`src/hw/sfdc_pkg.sv`:
```
// Constants, timing counts and types of the single-phase fan drive control block.
// Functional notes
// - At startup drive square wave from Hall
// - Above 5 Hz use predicted commutation timing
// - Hall polarity picks low output and modulated output
// - Rotation pulse follows each phase switch
// - Commutate early by the lead angle setting
// - Current limit cuts high side until next period
// - Ignore current limit during 1.5 us blanking
// - Over-current past 2 us: outputs off 100 ms
// - Lock: 0.4 s drive, 4 s off, auto recovery
// - Lock flag released in lock; pulse still follows
// - Thermal shutdown holds both outputs off
// - Minimum duty code clamps speed code from below
// - Seven-bit speed and minimum codes set duty
// - PWM period is 400 oscillator cycles
// - Pulse and lock outputs are open drain
// - Below startup speed use fixed 50% duty
// - Startup phase change inserts 1 ms off
package sfdc_pkg;
    localparam int unsigned PCLK_HZ        = 20_000_000;
    localparam int unsigned OSC_HZ         = 10_000_000;
    localparam int unsigned OSC_DIV        = PCLK_HZ / OSC_HZ;
    localparam int unsigned OSC_KHZ        = OSC_HZ / 1000;
    localparam int unsigned OSC_MHZ        = OSC_HZ / 1_000_000;
    localparam int unsigned PWM_PERIOD     = 400;
    localparam int unsigned DUTY_START     = PWM_PERIOD / 2;
    localparam int unsigned T_BLANK_NS     = 1500;
    localparam int unsigned BLANK_CYC      = (T_BLANK_NS * OSC_MHZ + 999) / 1000;
    localparam int unsigned T_OCP_MASK_NS  = 2000;
    localparam int unsigned OCP_MASK_CYC   = (T_OCP_MASK_NS * OSC_MHZ + 999) / 1000;
    localparam int unsigned T_OCP_OFF_MS   = 100;
    localparam int unsigned OCP_OFF_CYC    = T_OCP_OFF_MS * OSC_KHZ;
    localparam int unsigned T_LOCK_ON_MS   = 400;
    localparam int unsigned LOCK_ON_CYC    = T_LOCK_ON_MS * OSC_KHZ;
    localparam int unsigned T_LOCK_OFF_MS  = 4000;
    localparam int unsigned LOCK_OFF_CYC   = T_LOCK_OFF_MS * OSC_KHZ;
    localparam int unsigned T_LOCK_DET_MS  = 400;
    localparam int unsigned LOCK_DET_CYC   = T_LOCK_DET_MS * OSC_KHZ;
    localparam int unsigned T_START_OFF_MS = 1;
    localparam int unsigned START_OFF_CYC  = T_START_OFF_MS * OSC_KHZ;
    localparam int unsigned SPEED_HZ       = 5;
    localparam int unsigned SPEED_EDGE_CYC = OSC_HZ / (2 * SPEED_HZ);
    localparam int unsigned LEAD_MAX_STEP  = 16;
    localparam int unsigned LEAD_SHIFT     = 7;
    localparam int unsigned CODE_W         = 7;
    localparam int unsigned LEAD_W         = 5;
    localparam int unsigned CNT_W          = 9;
    localparam int unsigned TMR_W          = 26;
    localparam logic [7:0]  ADDR_CTRL      = 8'h00;
    localparam logic [7:0]  ADDR_STATUS    = 8'h04;
    localparam logic [7:0]  ADDR_PERIOD    = 8'h08;
    localparam int unsigned CTRL_EN_BIT    = 0;
    localparam int unsigned CTRL_STOP_LSB  = 8;
    localparam logic        CTRL_EN_RESET  = 1'b1;
    localparam logic [6:0]  STOP_RESET     = 7'h0E;
    localparam int unsigned ST_LOCK_LSB    = 0;
    localparam int unsigned ST_FAST_BIT    = 2;
    localparam int unsigned ST_OCP_BIT     = 3;
    localparam int unsigned ST_TSD_BIT     = 4;
    localparam int unsigned ST_CLIM_BIT    = 5;
    localparam int unsigned ST_FGPIN_BIT   = 6;
    localparam int unsigned ST_LKPIN_BIT   = 7;
    localparam int unsigned ST_DUTY_LSB    = 8;

    typedef enum logic [1:0] {LK_RUN, LK_OFF, LK_ON} sfdc_lock_t;
endpackage

```
`src/hw/sfdc_sync.sv`:
```
// Two-stage synchroniser for a bundle of asynchronous inputs.
module sfdc_sync #(
    parameter int unsigned WIDTH = 1
) (
    input  wire logic             clk,
    input  wire logic             rst_n,
    input  wire logic [WIDTH-1:0] d,
    output logic      [WIDTH-1:0] q
);
    logic [WIDTH-1:0] meta;

    always_ff @(posedge clk or negedge rst_n)
    begin
        if (!rst_n)
        begin
            meta <= '0;
            q    <= '0;
        end
        else
        begin
            meta <= d;
            q    <= meta;
        end
    end
endmodule

```
`src/hw/sfdc_pwm.sv`:
```
// PWM period counter and duty comparator stepped by the oscillator tick.
module sfdc_pwm
    import sfdc_pkg::*;
(
    input  wire logic             clk,
    input  wire logic             rst_n,
    input  wire logic             tick,
    input  wire logic [CNT_W-1:0] duty,
    output logic      [CNT_W-1:0] cnt,
    output logic                  start,
    output logic                  on
);
    wire last = (cnt == CNT_W'(PWM_PERIOD - 1));

    always_ff @(posedge clk or negedge rst_n)
    begin
        if (!rst_n)
        begin
            cnt   <= '0;
            start <= 1'b0;
            on    <= 1'b0;
        end
        else
        begin
            start <= tick && last;
            if (tick)
                cnt <= last ? '0 : cnt + 1'b1;
            on <= (cnt < duty);
        end
    end
endmodule

```
`src/hw/sfdc_top.sv`:
```
// Fan drive control: commutation, PWM, protection, open-drain flags, APB registers.
//
// Register access over APB and the address map are this design's own decisions.
module sfdc_top #(
    parameter int unsigned OCP_OFF   = sfdc_pkg::OCP_OFF_CYC,
    parameter int unsigned LOCK_ON   = sfdc_pkg::LOCK_ON_CYC,
    parameter int unsigned LOCK_OFF  = sfdc_pkg::LOCK_OFF_CYC,
    parameter int unsigned LOCK_DET  = sfdc_pkg::LOCK_DET_CYC,
    parameter int unsigned START_OFF = sfdc_pkg::START_OFF_CYC,
    parameter int unsigned SPEED_EDGE = sfdc_pkg::SPEED_EDGE_CYC
) (
    input  wire logic        pclk,
    input  wire logic        presetn,
    input  wire logic        psel,
    input  wire logic        penable,
    input  wire logic        pwrite,
    input  wire logic [7:0]  paddr,
    input  wire logic [31:0] pwdata,
    output logic      [31:0] prdata,
    output logic             pready,
    output logic             pslverr,
    input  wire logic        hall_pos_in,
    input  wire logic        hall_neg_in,
    input  wire logic        current_sense_in,
    input  wire logic        overcurrent_in,
    input  wire logic        thermal_shutdown_in,
    input  wire logic [6:0]  speed_command_in,
    input  wire logic [6:0]  min_duty_in,
    input  wire logic [4:0]  lead_angle_in,
    output logic             motor_out_a_high,
    output logic             motor_out_a_low,
    output logic             motor_out_b_high,
    output logic             motor_out_b_low,
    output logic             rotation_pulse_out,
    output logic             rotation_pulse_out_oe,
    input  wire logic        rotation_pulse_out_in,
    output logic             lock_flag_out,
    output logic             lock_flag_out_oe,
    input  wire logic        lock_flag_out_in
);
    import sfdc_pkg::*;

    if (OSC_DIV < 2 || LOCK_OFF >= 2**TMR_W || LOCK_DET >= 2**TMR_W - 1
        || SPEED_EDGE >= LOCK_DET || OCP_OFF == 0 || LOCK_ON == 0)
        $error("sfdc_top: timing parameters out of range.");

    localparam int unsigned DIV_W = $clog2(OSC_DIV);

    function automatic logic [CNT_W-1:0] duty_of(input logic [CODE_W-1:0] code);
        logic [CODE_W+CNT_W-1:0] prod;
        prod = code * CNT_W'(PWM_PERIOD);
        duty_of = (code == '1) ? CNT_W'(PWM_PERIOD) : prod[CODE_W+CNT_W-1:LEAD_SHIFT];
    endfunction

    function automatic logic [TMR_W-1:0] lead_of(input logic [TMR_W-1:0] per,
                                                 input logic [LEAD_W-1:0] step);
        logic [LEAD_W-1:0]        st;
        logic [TMR_W+LEAD_W-1:0]  prod;
        st = (step > LEAD_W'(LEAD_MAX_STEP)) ? LEAD_W'(LEAD_MAX_STEP) : step;
        prod = per * st;
        lead_of = TMR_W'(prod[TMR_W+LEAD_W-1:LEAD_SHIFT]);
    endfunction

    // Every pin input except reset and the APB bus passes two flip-flops before use.
    logic [25:0] sy;
    sfdc_sync #(.WIDTH(26)) u_sync (
        .clk   (pclk),
        .rst_n (presetn),
        .d     ({lock_flag_out_in, rotation_pulse_out_in, lead_angle_in, min_duty_in,
                 speed_command_in, thermal_shutdown_in, overcurrent_in,
                 current_sense_in, hall_neg_in, hall_pos_in}),
        .q     (sy)
    );
    wire              hp     = sy[0];
    wire              hm     = sy[1];
    wire              cs     = sy[2];
    wire              ovc    = sy[3];
    wire              tsd    = sy[4];
    wire [CODE_W-1:0] spd    = sy[11:5];
    wire [CODE_W-1:0] mind   = sy[18:12];
    wire [LEAD_W-1:0] lead   = sy[23:19];
    wire              fg_pin = sy[24];
    wire              lk_pin = sy[25];

    // Oscillator time base: all intervals below count these ticks.
    logic [DIV_W-1:0] osc_cnt;
    logic             osc_tick;
    always_ff @(posedge pclk or negedge presetn)
    begin
        if (!presetn)
        begin
            osc_cnt  <= '0;
            osc_tick <= 1'b0;
        end
        else
        begin
            osc_tick <= (osc_cnt == DIV_W'(OSC_DIV - 1));
            osc_cnt  <= (osc_cnt == DIV_W'(OSC_DIV - 1)) ? '0 : osc_cnt + 1'b1;
        end
    end

    // Register file and enable decision.
    logic             en;
    logic [6:0]       stop_thr;
    sfdc_lock_t       lk;
    wire              run = en && (spd > stop_thr);

    // Hall polarity: 1 means output B is the modulated one.
    logic             hall_ph;
    logic             ph;
    logic             ph_q;
    logic             predicted;
    logic [TMR_W-1:0] since_edge;
    logic [TMR_W-1:0] period;
    logic [1:0]       edges;
    logic             fast;
    wire hall_b       = hp && !hm;
    wire hall_a       = !hp && hm;
    wire next_hall_ph = hall_b ? 1'b1 : (hall_a ? 1'b0 : hall_ph);
    wire hall_edge    = (next_hall_ph != hall_ph);
    wire [TMR_W-1:0] lead_cyc = lead_of(period, lead);
    wire predict_hit  = fast && !predicted && (lead_cyc != '0)
                        && (since_edge >= period - lead_cyc);
    wire next_fast    = (edges == 2'd2) && (period <= TMR_W'(SPEED_EDGE))
                        && (since_edge <= TMR_W'(SPEED_EDGE));

    always_ff @(posedge pclk or negedge presetn)
    begin
        if (!presetn)
        begin
            hall_ph    <= 1'b0;
            since_edge <= '0;
            period     <= '1;
            edges      <= '0;
            fast       <= 1'b0;
        end
        else
        begin
            hall_ph <= next_hall_ph;
            fast    <= next_fast;
            // The first polarity seen after reset or stop is no timing reference.
            if (hall_edge && run)
            begin
                period     <= since_edge;
                since_edge <= '0;
                edges      <= (edges == 2'd2) ? edges : edges + 1'b1;
            end
            else if (!run)
            begin
                since_edge <= '0;
                edges      <= '0;
            end
            else if (osc_tick && since_edge != '1)
                since_edge <= since_edge + 1'b1;
        end
    end

    // Conducting phase: real edges always resync; predicted flips run ahead.
    always_ff @(posedge pclk or negedge presetn)
    begin
        if (!presetn)
        begin
            ph        <= 1'b0;
            ph_q      <= 1'b0;
            predicted <= 1'b0;
        end
        else
        begin
            ph_q <= ph;
            if (hall_edge)
            begin
                ph        <= next_hall_ph;
                predicted <= 1'b0;
            end
            else if (predict_hit)
            begin
                ph        <= !hall_ph;
                predicted <= 1'b1;
            end
            else if (!fast)
            begin
                ph        <= hall_ph;
                predicted <= 1'b0;
            end
        end
    end

    // Duty selection.
    wire [CODE_W-1:0] spd_eff = (spd < mind) ? mind : spd;
    wire [CNT_W-1:0]  duty = fast ? duty_of(spd_eff) : CNT_W'(DUTY_START);

    logic [CNT_W-1:0] pwm_cnt;
    logic             pwm_start;
    logic             pwm_on;
    sfdc_pwm u_pwm (
        .clk   (pclk),
        .rst_n (presetn),
        .tick  (osc_tick),
        .duty  (duty),
        .cnt   (pwm_cnt),
        .start (pwm_start),
        .on    (pwm_on)
    );

    // Current limit, over-current, startup gap and lock timers.
    logic             climit;
    logic [CNT_W-1:0] oc_cnt;
    logic [TMR_W-1:0] ocp_cnt;
    logic [TMR_W-1:0] soff_cnt;
    logic [TMR_W-1:0] lk_cnt;
    wire blank_done = (pwm_cnt >= CNT_W'(BLANK_CYC));
    wire ocp_trip   = osc_tick && ovc && (oc_cnt == CNT_W'(OCP_MASK_CYC));
    wire ocp_active = (ocp_cnt != '0);
    wire lk_expire  = osc_tick && (lk_cnt <= TMR_W'(1));
    wire lock_det   = (lk == LK_RUN) && run && !hall_edge
                      && (since_edge >= TMR_W'(LOCK_DET));

    always_ff @(posedge pclk or negedge presetn)
    begin
        if (!presetn)
        begin
            climit   <= 1'b0;
            oc_cnt   <= '0;
            ocp_cnt  <= '0;
            soff_cnt <= '0;
        end
        else
        begin
            if (cs && blank_done && !pwm_start)
                climit <= 1'b1;
            else if (pwm_start)
                climit <= 1'b0;
            if (!ovc)
                oc_cnt <= '0;
            else if (osc_tick && oc_cnt != '1)
                oc_cnt <= oc_cnt + 1'b1;
            if (ocp_trip)
                ocp_cnt <= TMR_W'(OCP_OFF);
            else if (osc_tick && ocp_active)
                ocp_cnt <= ocp_cnt - 1'b1;
            if (!fast && ph != ph_q)
                soff_cnt <= TMR_W'(START_OFF);
            else if (osc_tick && soff_cnt != '0)
                soff_cnt <= soff_cnt - 1'b1;
        end
    end

    always_ff @(posedge pclk or negedge presetn)
    begin
        if (!presetn)
        begin
            lk     <= LK_RUN;
            lk_cnt <= '0;
        end
        else
        begin
            case (lk)
                LK_RUN:
                    if (lock_det)
                    begin
                        lk     <= LK_OFF;
                        lk_cnt <= TMR_W'(LOCK_OFF);
                    end
                LK_OFF:
                    if (!run)
                        lk <= LK_RUN;
                    else if (lk_expire)
                    begin
                        lk     <= LK_ON;
                        lk_cnt <= TMR_W'(LOCK_ON);
                    end
                    else if (osc_tick)
                        lk_cnt <= lk_cnt - 1'b1;
                LK_ON:
                    if (!run || hall_edge)
                        lk <= LK_RUN;
                    else if (lk_expire)
                    begin
                        lk     <= LK_OFF;
                        lk_cnt <= TMR_W'(LOCK_OFF);
                    end
                    else if (osc_tick)
                        lk_cnt <= lk_cnt - 1'b1;
                default:
                    lk <= LK_RUN;
            endcase
        end
    end

    // Output stage: all pins come from flip-flops.
    wire drive_ok = run && (lk != LK_OFF) && !ocp_active && !tsd
                    && (soff_cnt == '0) && (fast || ph == ph_q);
    wire mod      = drive_ok && pwm_on && !climit;

    always_ff @(posedge pclk or negedge presetn)
    begin
        if (!presetn)
        begin
            motor_out_a_high      <= 1'b0;
            motor_out_a_low       <= 1'b0;
            motor_out_b_high      <= 1'b0;
            motor_out_b_low       <= 1'b0;
            rotation_pulse_out    <= 1'b0;
            rotation_pulse_out_oe <= 1'b0;
            lock_flag_out         <= 1'b0;
            lock_flag_out_oe      <= 1'b0;
        end
        else
        begin
            motor_out_a_high      <= !ph && mod;
            motor_out_a_low       <= ph && drive_ok;
            motor_out_b_high      <= ph && mod;
            motor_out_b_low       <= !ph && drive_ok;
            rotation_pulse_out    <= 1'b0;
            rotation_pulse_out_oe <= !ph;
            lock_flag_out         <= 1'b0;
            lock_flag_out_oe      <= (lk == LK_RUN);
        end
    end

    // APB slave: no wait states, read data latched in the setup cycle.
    logic [31:0] rd_data;
    logic        rd_hit;
    always_comb
    begin
        rd_data = '0;
        rd_hit  = 1'b1;
        if (paddr == ADDR_CTRL)
            rd_data = {17'h0, stop_thr, 7'h0, en};
        else if (paddr == ADDR_STATUS)
            rd_data = {17'h0, spd_eff, lk_pin, fg_pin, climit, tsd,
                       ocp_active, fast, 2'(lk)};
        else if (paddr == ADDR_PERIOD)
            rd_data = {6'h0, period};
        else
            rd_hit = 1'b0;
    end
    wire acc = psel && penable && pready;

    always_ff @(posedge pclk or negedge presetn)
    begin
        if (!presetn)
        begin
            pready   <= 1'b0;
            pslverr  <= 1'b0;
            prdata   <= '0;
            en       <= CTRL_EN_RESET;
            stop_thr <= STOP_RESET;
        end
        else
        begin
            pready  <= psel && !penable;
            pslverr <= psel && !penable && !rd_hit;
            prdata  <= (psel && !penable && !pwrite) ? rd_data : '0;
            if (acc && pwrite && paddr == ADDR_CTRL)
            begin
                en       <= pwdata[CTRL_EN_BIT];
                stop_thr <= pwdata[CTRL_STOP_LSB +: 7];
            end
        end
    end
endmodule

```
`config.mk`:
```
export PLATFORM = sky130hd
export DESIGN_NAME = sfdc_top
export DESIGN_NICKNAME = d
export VERILOG_FILES = /design/src/hw/sfdc_pkg.sv /design/src/hw/sfdc_sync.sv /design/src/hw/sfdc_pwm.sv /design/src/hw/sfdc_top.sv
export SDC_FILE = /design/constraint.sdc
export NUM_CORES = 1
export LEC_CHECK = 0
export ABC_AREA = 1
export BUFFER_PORTS_ARGS = -buffer_cell sky130_fd_sc_hd__buf_2
export CAP_MARGIN = 20
export CORE_MARGIN = 8
export CORE_UTILIZATION = 40
export DETAILED_ROUTE_END_ITERATION = 12
export GPL_TIMING_DRIVEN = 0
export PLACE_DENSITY_LB_ADDON = 0.25
export SLEW_MARGIN = 20
export SYNTH_ARGS = -nofsm -noshare
export SYNTH_HDL_FRONTEND = slang
export SYNTH_SLANG_ARGS = --single-unit
```
`constraint.sdc`:
```
create_clock -name pclk -period 20 [get_ports pclk]
set_clock_uncertainty 0.1 [all_clocks]
set_input_delay 4 -clock pclk [delete_from_list [all_inputs] [get_ports pclk]]
set_output_delay 4 -clock pclk [all_outputs]
set_load 0.02 [all_outputs]
```
Word level (Yosys, flattened, before mapping) --
Index checks and enable logic that the tools add are counted.
Cells by class: add/sub/neg operators 9, multiply operators 2, order comparisons 10, equality and inequality tests 24, mux-type cells 48, reductions and logical operators 71
Operators by type and width (count):
- $mux W26 | 16
- $pmux W26 S3 | 1
- $reduce_bool A26 Y1 | 3
- $sub A26 B1 Y26 const B | 3
- $le A26 B20 Y1 const B | 2
- $mux W9 | 5
- $logic_and A1 B1 Y1 | 41
- $mux W32 | 1
- $mul A26 B5 Y31 | 1
- $add A26 B1 Y26 const B | 1
- $ge A26 B22 Y1 const B | 1
- $ge A26 B26 Y1 | 1
- $le A26 B1 Y1 const B | 1
- $logic_not A26 Y1 | 1
- $ne A26 B26 Y1 const B | 1
- $sub A26 B24 Y26 | 1
- $add A9 B1 Y9 const B | 2
- $mux W2 | 8
- $logic_not A1 Y1 | 15
- $mux W1 | 14
- $mul A7 B5 Y12 const B | 1
- $ne A2 B2 Y1 const B | 5
- $eq A9 B5 Y1 const B | 1
- $eq A9 B9 Y1 const B | 1
- 29 further kinds | 37
Storage, ports and cells: register bits after elaboration 262, input bits 71, output and inout bits 42, word-level logic and storage cells 196

Depth between registers and ports, before layout --
depth in word-level cells 10, depth in mapped cells 49, gate-level depth less buffers 47

By module --
Synthesis repeated with hierarchy kept, for this count alone.
Second synthesis, totals: cells, all modules 2441, area total of the unflattened synthesis 18954.4 µm²
By module, submodules not included:
- sfdc_top | times used 1, cells each 2283, area each 16848.7 µm², seq. area each 4867.2 µm²
- sfdc_sync | times used 1, cells each 52, area each 1301.2 µm², seq. area each 1301.2 µm²
- sfdc_pwm | times used 1, cells each 106, area each 804.5 µm², seq. area each 275.3 µm²

Least setup slack after synthesis --
No wires, ideal clock.
path type register -> register, start point register u_sync.q[23], end point register ph, setup time 0.113 ns, arrival 6.597 ns, slack 13.190 ns, cell stages (with the launch flop) 41, buffers on the path 2, clock period less this slack 6.810 ns, cells stage by stage dfrtp_1 -> buf_6 -> inv_6 -> nand2_1 -> clkbuf_1 -> nor2_1 -> fa_1 -> fa_1 -> fa_1 -> ha_1 -> nand2_1 -> nor2_1 -> inv_1 -> nor3_1 -> nand3_1 -> nand3_1 -> xor2_1 -> inv_1 -> [5 not listed] -> nand3_1 -> nor2_1 -> nand3_1 -> nand3_2 -> nand2_1 -> nand3_1 -> nand2_1 -> ha_1 -> nand2_1 -> nor4_1 -> nand3_1 -> o21bai_1 -> o311ai_0 -> nand2_1 -> inv_1 -> nand3_1 -> nand2_1 -> inv_1
Between the ends: word-level cells in the longest chain between the ends 8
RTL lines:
- start, declared | line sfdc_sync.sv:8 | output logic [WIDTH-1:0] q
- start signal, assigned | line sfdc_sync.sv:22 | q <= meta;
- $gt A5 B5 Y1 | line sfdc_top.sv:59 | st = (step > LEAD_W'(LEAD_MAX_STEP)) ? LEAD_W'(LEAD_MAX_STEP) : step;
- $mux W5 * | line sfdc_top.sv:59
- $mul A26 B5 Y31 * | line sfdc_top.sv:60 | prod = per * st;
- $sub A26 B24 Y26 or $reduce_bool A26 Y1 (tied branches) | line sfdc_top.sv:123, sfdc_top.sv:122
- $ge A26 B26 Y1 or $logic_and A1 B1 Y1 (tied branches) | line sfdc_top.sv:123, sfdc_top.sv:122
- $logic_and A1 B1 Y1 * | line sfdc_top.sv:123 | && (since_edge >= period - lead_cyc);
- $mux W1 | line sfdc_top.sv:175 | else if (predict_hit)
- $mux W1 | line sfdc_top.sv:170 | if (hall_edge)
- end signal, assigned | line sfdc_top.sv:172 | ph <= next_hall_ph;
- end signal, assigned | line sfdc_top.sv:177 | ph <= !hall_ph;
- end signal, assigned | line sfdc_top.sv:182 | ph <= hall_ph;
- end, declared | line sfdc_top.sv:110 | logic ph;
Every way passes the cells marked *; elsewhere a longest branch is shown, timed or not. A chain may end at the register's enable or synchronous reset.

Worst setup path after layout --
Ends and elaborated chain as after synthesis.

==> report_table.html <==
<table>
<tr><th>Metric</th><th>Value</th></tr>
<tr><th colspan="2">Outcome</th></tr>
<tr><td>Outcome</td><td>finished clean</td></tr>
<tr><th colspan="2">Die</th></tr>
<tr><td>Core region area</td><td>46700 um^2</td></tr>
<tr><td>Horizontal extent of the die</td><td>234 um</td></tr>
<tr><td>Num ports</td><td>113</td></tr>
<tr><td>Total number of placement rows</td><td>79</td></tr>
<tr><td>Starting Density</td><td>0.406</td></tr>
<tr><td>Floorplan die area</td><td>54500 um^2</td></tr>
<tr><td>Chip Height</td><td>234 um</td></tr>
<tr><th colspan="2">Detailed routing</th></tr>
<tr><td>Vias per Instance</td><td>5.22</td></tr>
<tr><td>DRT Pass-1 Iters</td><td>5</td></tr>
<tr><td>Count of vias placed by the detailed router</td><td>16.6k</td></tr>
<tr><td>Initial detailed-routing violation count</td><td>1273</td></tr>
<tr><td>Total Wirelength</td><td>51600 um</td></tr>
<tr><td>Number of remaining DRC errors</td><td>0</td></tr>
<tr><td>Antenna Nets Post-Route</td><td>0</td></tr>
<tr><td>Detailed-route wire length per cell</td><td>16.3 um</td></tr>
<tr><th colspan="2">Timing</th></tr>
<tr><td>Ratio of final minimum period to clock period</td><td>0.451</td></tr>
<tr><td>Worst Hold Margin</td><td>238 ps</td></tr>
<tr><td>Final Setup Violations</td><td>0</td></tr>
<tr><td>Unrepaired setup endpoints after global routing</td><td>no</td></tr>
<tr><td>Headroom to the max-slew limit</td><td>0.393</td></tr>
<tr><td>Total count of max-transition violations in the final report</td><td>0</td></tr>
<tr><td>Least-Margin Pin Slew</td><td>901 ps</td></tr>
<tr><td>Final Hold Fails</td><td>0</td></tr>
<tr><td>Setup WS post-layout</td><td>10990 ps</td></tr>
<tr><td>Final period demand of the worst path</td><td>9010 ps</td></tr>
<tr><td>Post-route setup TNS</td><td>0 ps</td></tr>
<tr><td>Max Fclk</td><td>0.111 GHz</td></tr>
<tr><th colspan="2">Global route</th></tr>
<tr><td>Overflow left after global routing</td><td>0</td></tr>
<tr><td>Number of global-route vias before repair</td><td>16.6k</td></tr>
<tr><td>GRT Overall Usage</td><td>0.188</td></tr>
<tr><td>Largest net degree at the start of global routing</td><td>96</td></tr>
<tr><td>Number of antenna violations at the first check in global routing</td><td>0</td></tr>
<tr><td>Wire length of the first global-routing pass</td><td>83700 um</td></tr>
<tr><th colspan="2">Placed design</th></tr>
<tr><td>Placer Congestion</td><td>0.934</td></tr>
<tr><td>Post-detail-place hpwl</td><td>41300 um</td></tr>
<tr><td>Port Buf Inserts</td><td>80</td></tr>
<tr><td>Inst Count DP</td><td>3115</td></tr>
<tr><td>Placement Setup Slack</td><td>11090 ps</td></tr>
<tr><th colspan="2">Setup path</th></tr>
<tr><td>Category of the most critical setup path</td><td>register to register</td></tr>
<tr><td>CP endpoint kind</td><td>register</td></tr>
<tr><td>Worst-path fanout max</td><td>10</td></tr>
<tr><td>Worst reg2reg setup slack</td><td>10990 ps</td></tr>
<tr><td>Worst reg2reg endpoint</td><td>ph</td></tr>
<tr><td>Worst endpoint data arrival time</td><td>9370 ps</td></tr>
<tr><td>Worst Setup Start Kind</td><td>register</td></tr>
<tr><td>Most used cell along the critical path</td><td>nand2_1</td></tr>
<tr><td>Startpoint of the worst-slack reg-to-reg timing path</td><td>u_sync.q[23]</td></tr>
<tr><td>Cells on worst reg2reg path</td><td>38</td></tr>
<tr><td>CP max stage cell</td><td>o311ai_0</td></tr>
<tr><td>Required time at the worst-slack endpoint</td><td>20360 ps</td></tr>
<tr><td>Largest stage delay on the critical path</td><td>650 ps</td></tr>
<tr><th colspan="2">Worst hold path</th></tr>
<tr><td>Launch point of the worst hold path</td><td>u_sync.meta[13]</td></tr>
<tr><td>WHS Endpoint</td><td>u_sync.q[13]</td></tr>
<tr><td>Class of the tightest hold or removal check</td><td>register to register</td></tr>
<tr><td>Count of cells along the worst hold path</td><td>0</td></tr>
<tr><th colspan="2">Synth</th></tr>
<tr><td>Register area share after synthesis</td><td>0.340</td></tr>
<tr><td>Async S/R FF share, synth</td><td>1.00</td></tr>
<tr><td>Synth Register Bits</td><td>256</td></tr>
<tr><td>Count of unique library cells instantiated by Yosys</td><td>67</td></tr>
<tr><td>Synthesis warning total</td><td>0</td></tr>
<tr><td>Number of synthesized flops with an enable pin</td><td>0</td></tr>
<tr><td>Number of cells produced by synthesis</td><td>2419</td></tr>
<tr><td>Post-synth top flop</td><td>dfrtp_1</td></tr>
<tr><td>Avg Inst Size Synth</td><td>7.83 um^2</td></tr>
<tr><td>Post-Synthesis Cell Area</td><td>18900 um^2</td></tr>
<tr><th colspan="2">Clocking</th></tr>
<tr><td># Post-CTS Setup Buffers</td><td>0</td></tr>
<tr><td>Count of cells resized by post-cts repair</td><td>0</td></tr>
<tr><td>CTS H-tree lvls</td><td>1</td></tr>
<tr><td>Insertion delay to the later sink of the worst-skew pair</td><td>590 ps</td></tr>
<tr><td>Clock transition time at the flip-flop clock pins of the worst setup and hold paths</td><td>60 ps</td></tr>
<tr><td>Cts bufs inserted</td><td>30</td></tr>
<tr><td>Root buf cell</td><td>clkbuf_16</td></tr>
<tr><td># clock sinks</td><td>256</td></tr>
<tr><td>Number of buffers on the longest clock path</td><td>3</td></tr>
<tr><td>Hold buffer count at cts</td><td>0</td></tr>
<tr><td>CTS tree</td><td>done</td></tr>
<tr><th colspan="2">Final layout</th></tr>
<tr><td>Filler Cells Inserted</td><td>4689</td></tr>
<tr><td>Most common cell after layout, fill and taps aside</td><td>nand2_1</td></tr>
<tr><td>Syn-to-layout area delta</td><td>12.2%</td></tr>
<tr><td>Non-filler cells in the finished layout</td><td>3172</td></tr>
<tr><td>Fraction of final layout cells with drive strength greater than 1</td><td>0.0975</td></tr>
<tr><td>Most used cells in the layout excluding fill and tap cells</td><td>421 x nand2_1, 349 x inv_1, 325 x nor2_1, 226 x dfrtp_1, 172 x a21oi_1</td></tr>
<tr><td>Antenna cells</td><td>0</td></tr>
<tr><td>NumNets Final</td><td>2831</td></tr>
<tr><th colspan="2">Run</th></tr>
<tr><td>Max-Cap Viols</td><td>0</td></tr>
<tr><th colspan="2">Power and ir drop</th></tr>
<tr><td>Static Leak</td><td>11.0 nW</td></tr>
<tr><td>Maximum resistive drop on vdd</td><td>0.0618 mV</td></tr>
<tr><td>Power density relative to cell area</td><td>58.2 nW/um^2</td></tr>
</table>
==> cell families after synthesis <==
kind of cell / Yosys count / share of synthesized area
and+or+nand+nor: 1067 / 0.252
AOI/OAI and AO/OA: 414 / 0.124
DFF: 256 / 0.340
xor gates and xnor gates: 56 / 0.0259
other: 1 / 0.000198
buffers and inverters: 404 / 0.0828
muxes: 2 / 0.00119
adders and majority gates: 219 / 0.174
==> metal layers <==
metal,share of wire,track usage,wire (um),up-vias
met2,0.47,0.323,24200,342
met4,0.036,0.0659,1840,0
met1,0.46,0.243,23500,7914
met3,0.039,0.0212,2000,109
met5,0,0,0,-
li1,-,-,-,8196
==> worst max-delay path, delay by kind of cell, from the launching register on <==
family / cells / cell delay, ps
buf+inv: 7 / 1040
flops: 1 / 340
fa+ha+maj: 6 / 2600
compound gates: 6 / 1740
simple gates: 19 / 3040
==> per-stage QoR <==
| step | cell area (um^2) | total power (W) | util |
|---|---|---|---|
| 3_3_place_gp | 20100 | 0.000669 | 0.431 |
| 2_1_floorplan | 19000 | 0.000629 | - |
| 5_1_grt | 21200 | 0.00129 | 0.455 |
| 3_5_place_dp | 20200 | 0.000675 | 0.433 |
| 6_report | 21200 | 0.00124 | 0.455 |
| 4_1_cts | 21200 | 0.00126 | 0.455 |
==> flip-flops by register name, indices dropped and copies added, names as in the netlist, 26 cells and up <==
register and count:
lk_cnt 26, ocp_cnt 26, period 26, prdata 26, since_edge 26, soff_cnt 26, u_sync.meta 26, u_sync.q 26
==> cells in the mapped netlist, drive strengths merged (7+ instances only) <==
cell type    n  area share
nor4        24      0.0091
a221oi      11      0.0051
nor3        81       0.024
a22oi        7      0.0028
fa          74       0.078
nand4       39       0.014
inv        358       0.071
nor2       331       0.067
o21a         8      0.0032
o211ai       8      0.0032
clkbuf      28      0.0056
ha         145       0.096
o21bai      14      0.0057
o21ai      144       0.038
a31oi       11      0.0036
xor2        34       0.016
dfstp       30       0.042
a21oi      172       0.045
or2         13      0.0043
a21o        11      0.0044
dfrtp      226        0.30
buf         14      0.0052
nand3      122       0.036
xnor2       22       0.010
nand2      438       0.090
==> worst max path at each step <==
stage | startpoint | endpoint | slack [ps] | depth (start not counted)
floorplan | u_sync.q[23] | ph | 13190 | 40
global placement | presetn | prdata[23] | 10160 | 1
detailed placement | u_sync.q[23] | ph | 11090 | 37
CTS | u_sync.q[23] | ph | 11060 | 37
global route | u_sync.q[23] | ph | 10290 | 38
finish | u_sync.q[23] | ph | 10990 | 38
==> layout make-up <==
type	instances	area [um^2]	share of cell area
Inverter	362	1360	0.0642
Buffer	42	204	0.00960
Timing Repair Buffer	83	470	0.0221
Sequential cell	256	6440	0.303
Tap cell	607	759	0.0358
Clock inverter	10	159	0.00748
Multi-Input combinational cell	1766	11000	0.516
Clock buffer	46	891	0.0419
==> report_power, final <==
part,total [W],internal (W),switching (W),leakage (nW)
Combinational,0.000127,0.0000453,0.0000816,7.19
Clock,0.000571,0.000346,0.000225,0.507
Sequential,0.000539,0.000530,0.00000825,3.26
Note: power is estimated with default switching activity, not from simulation.
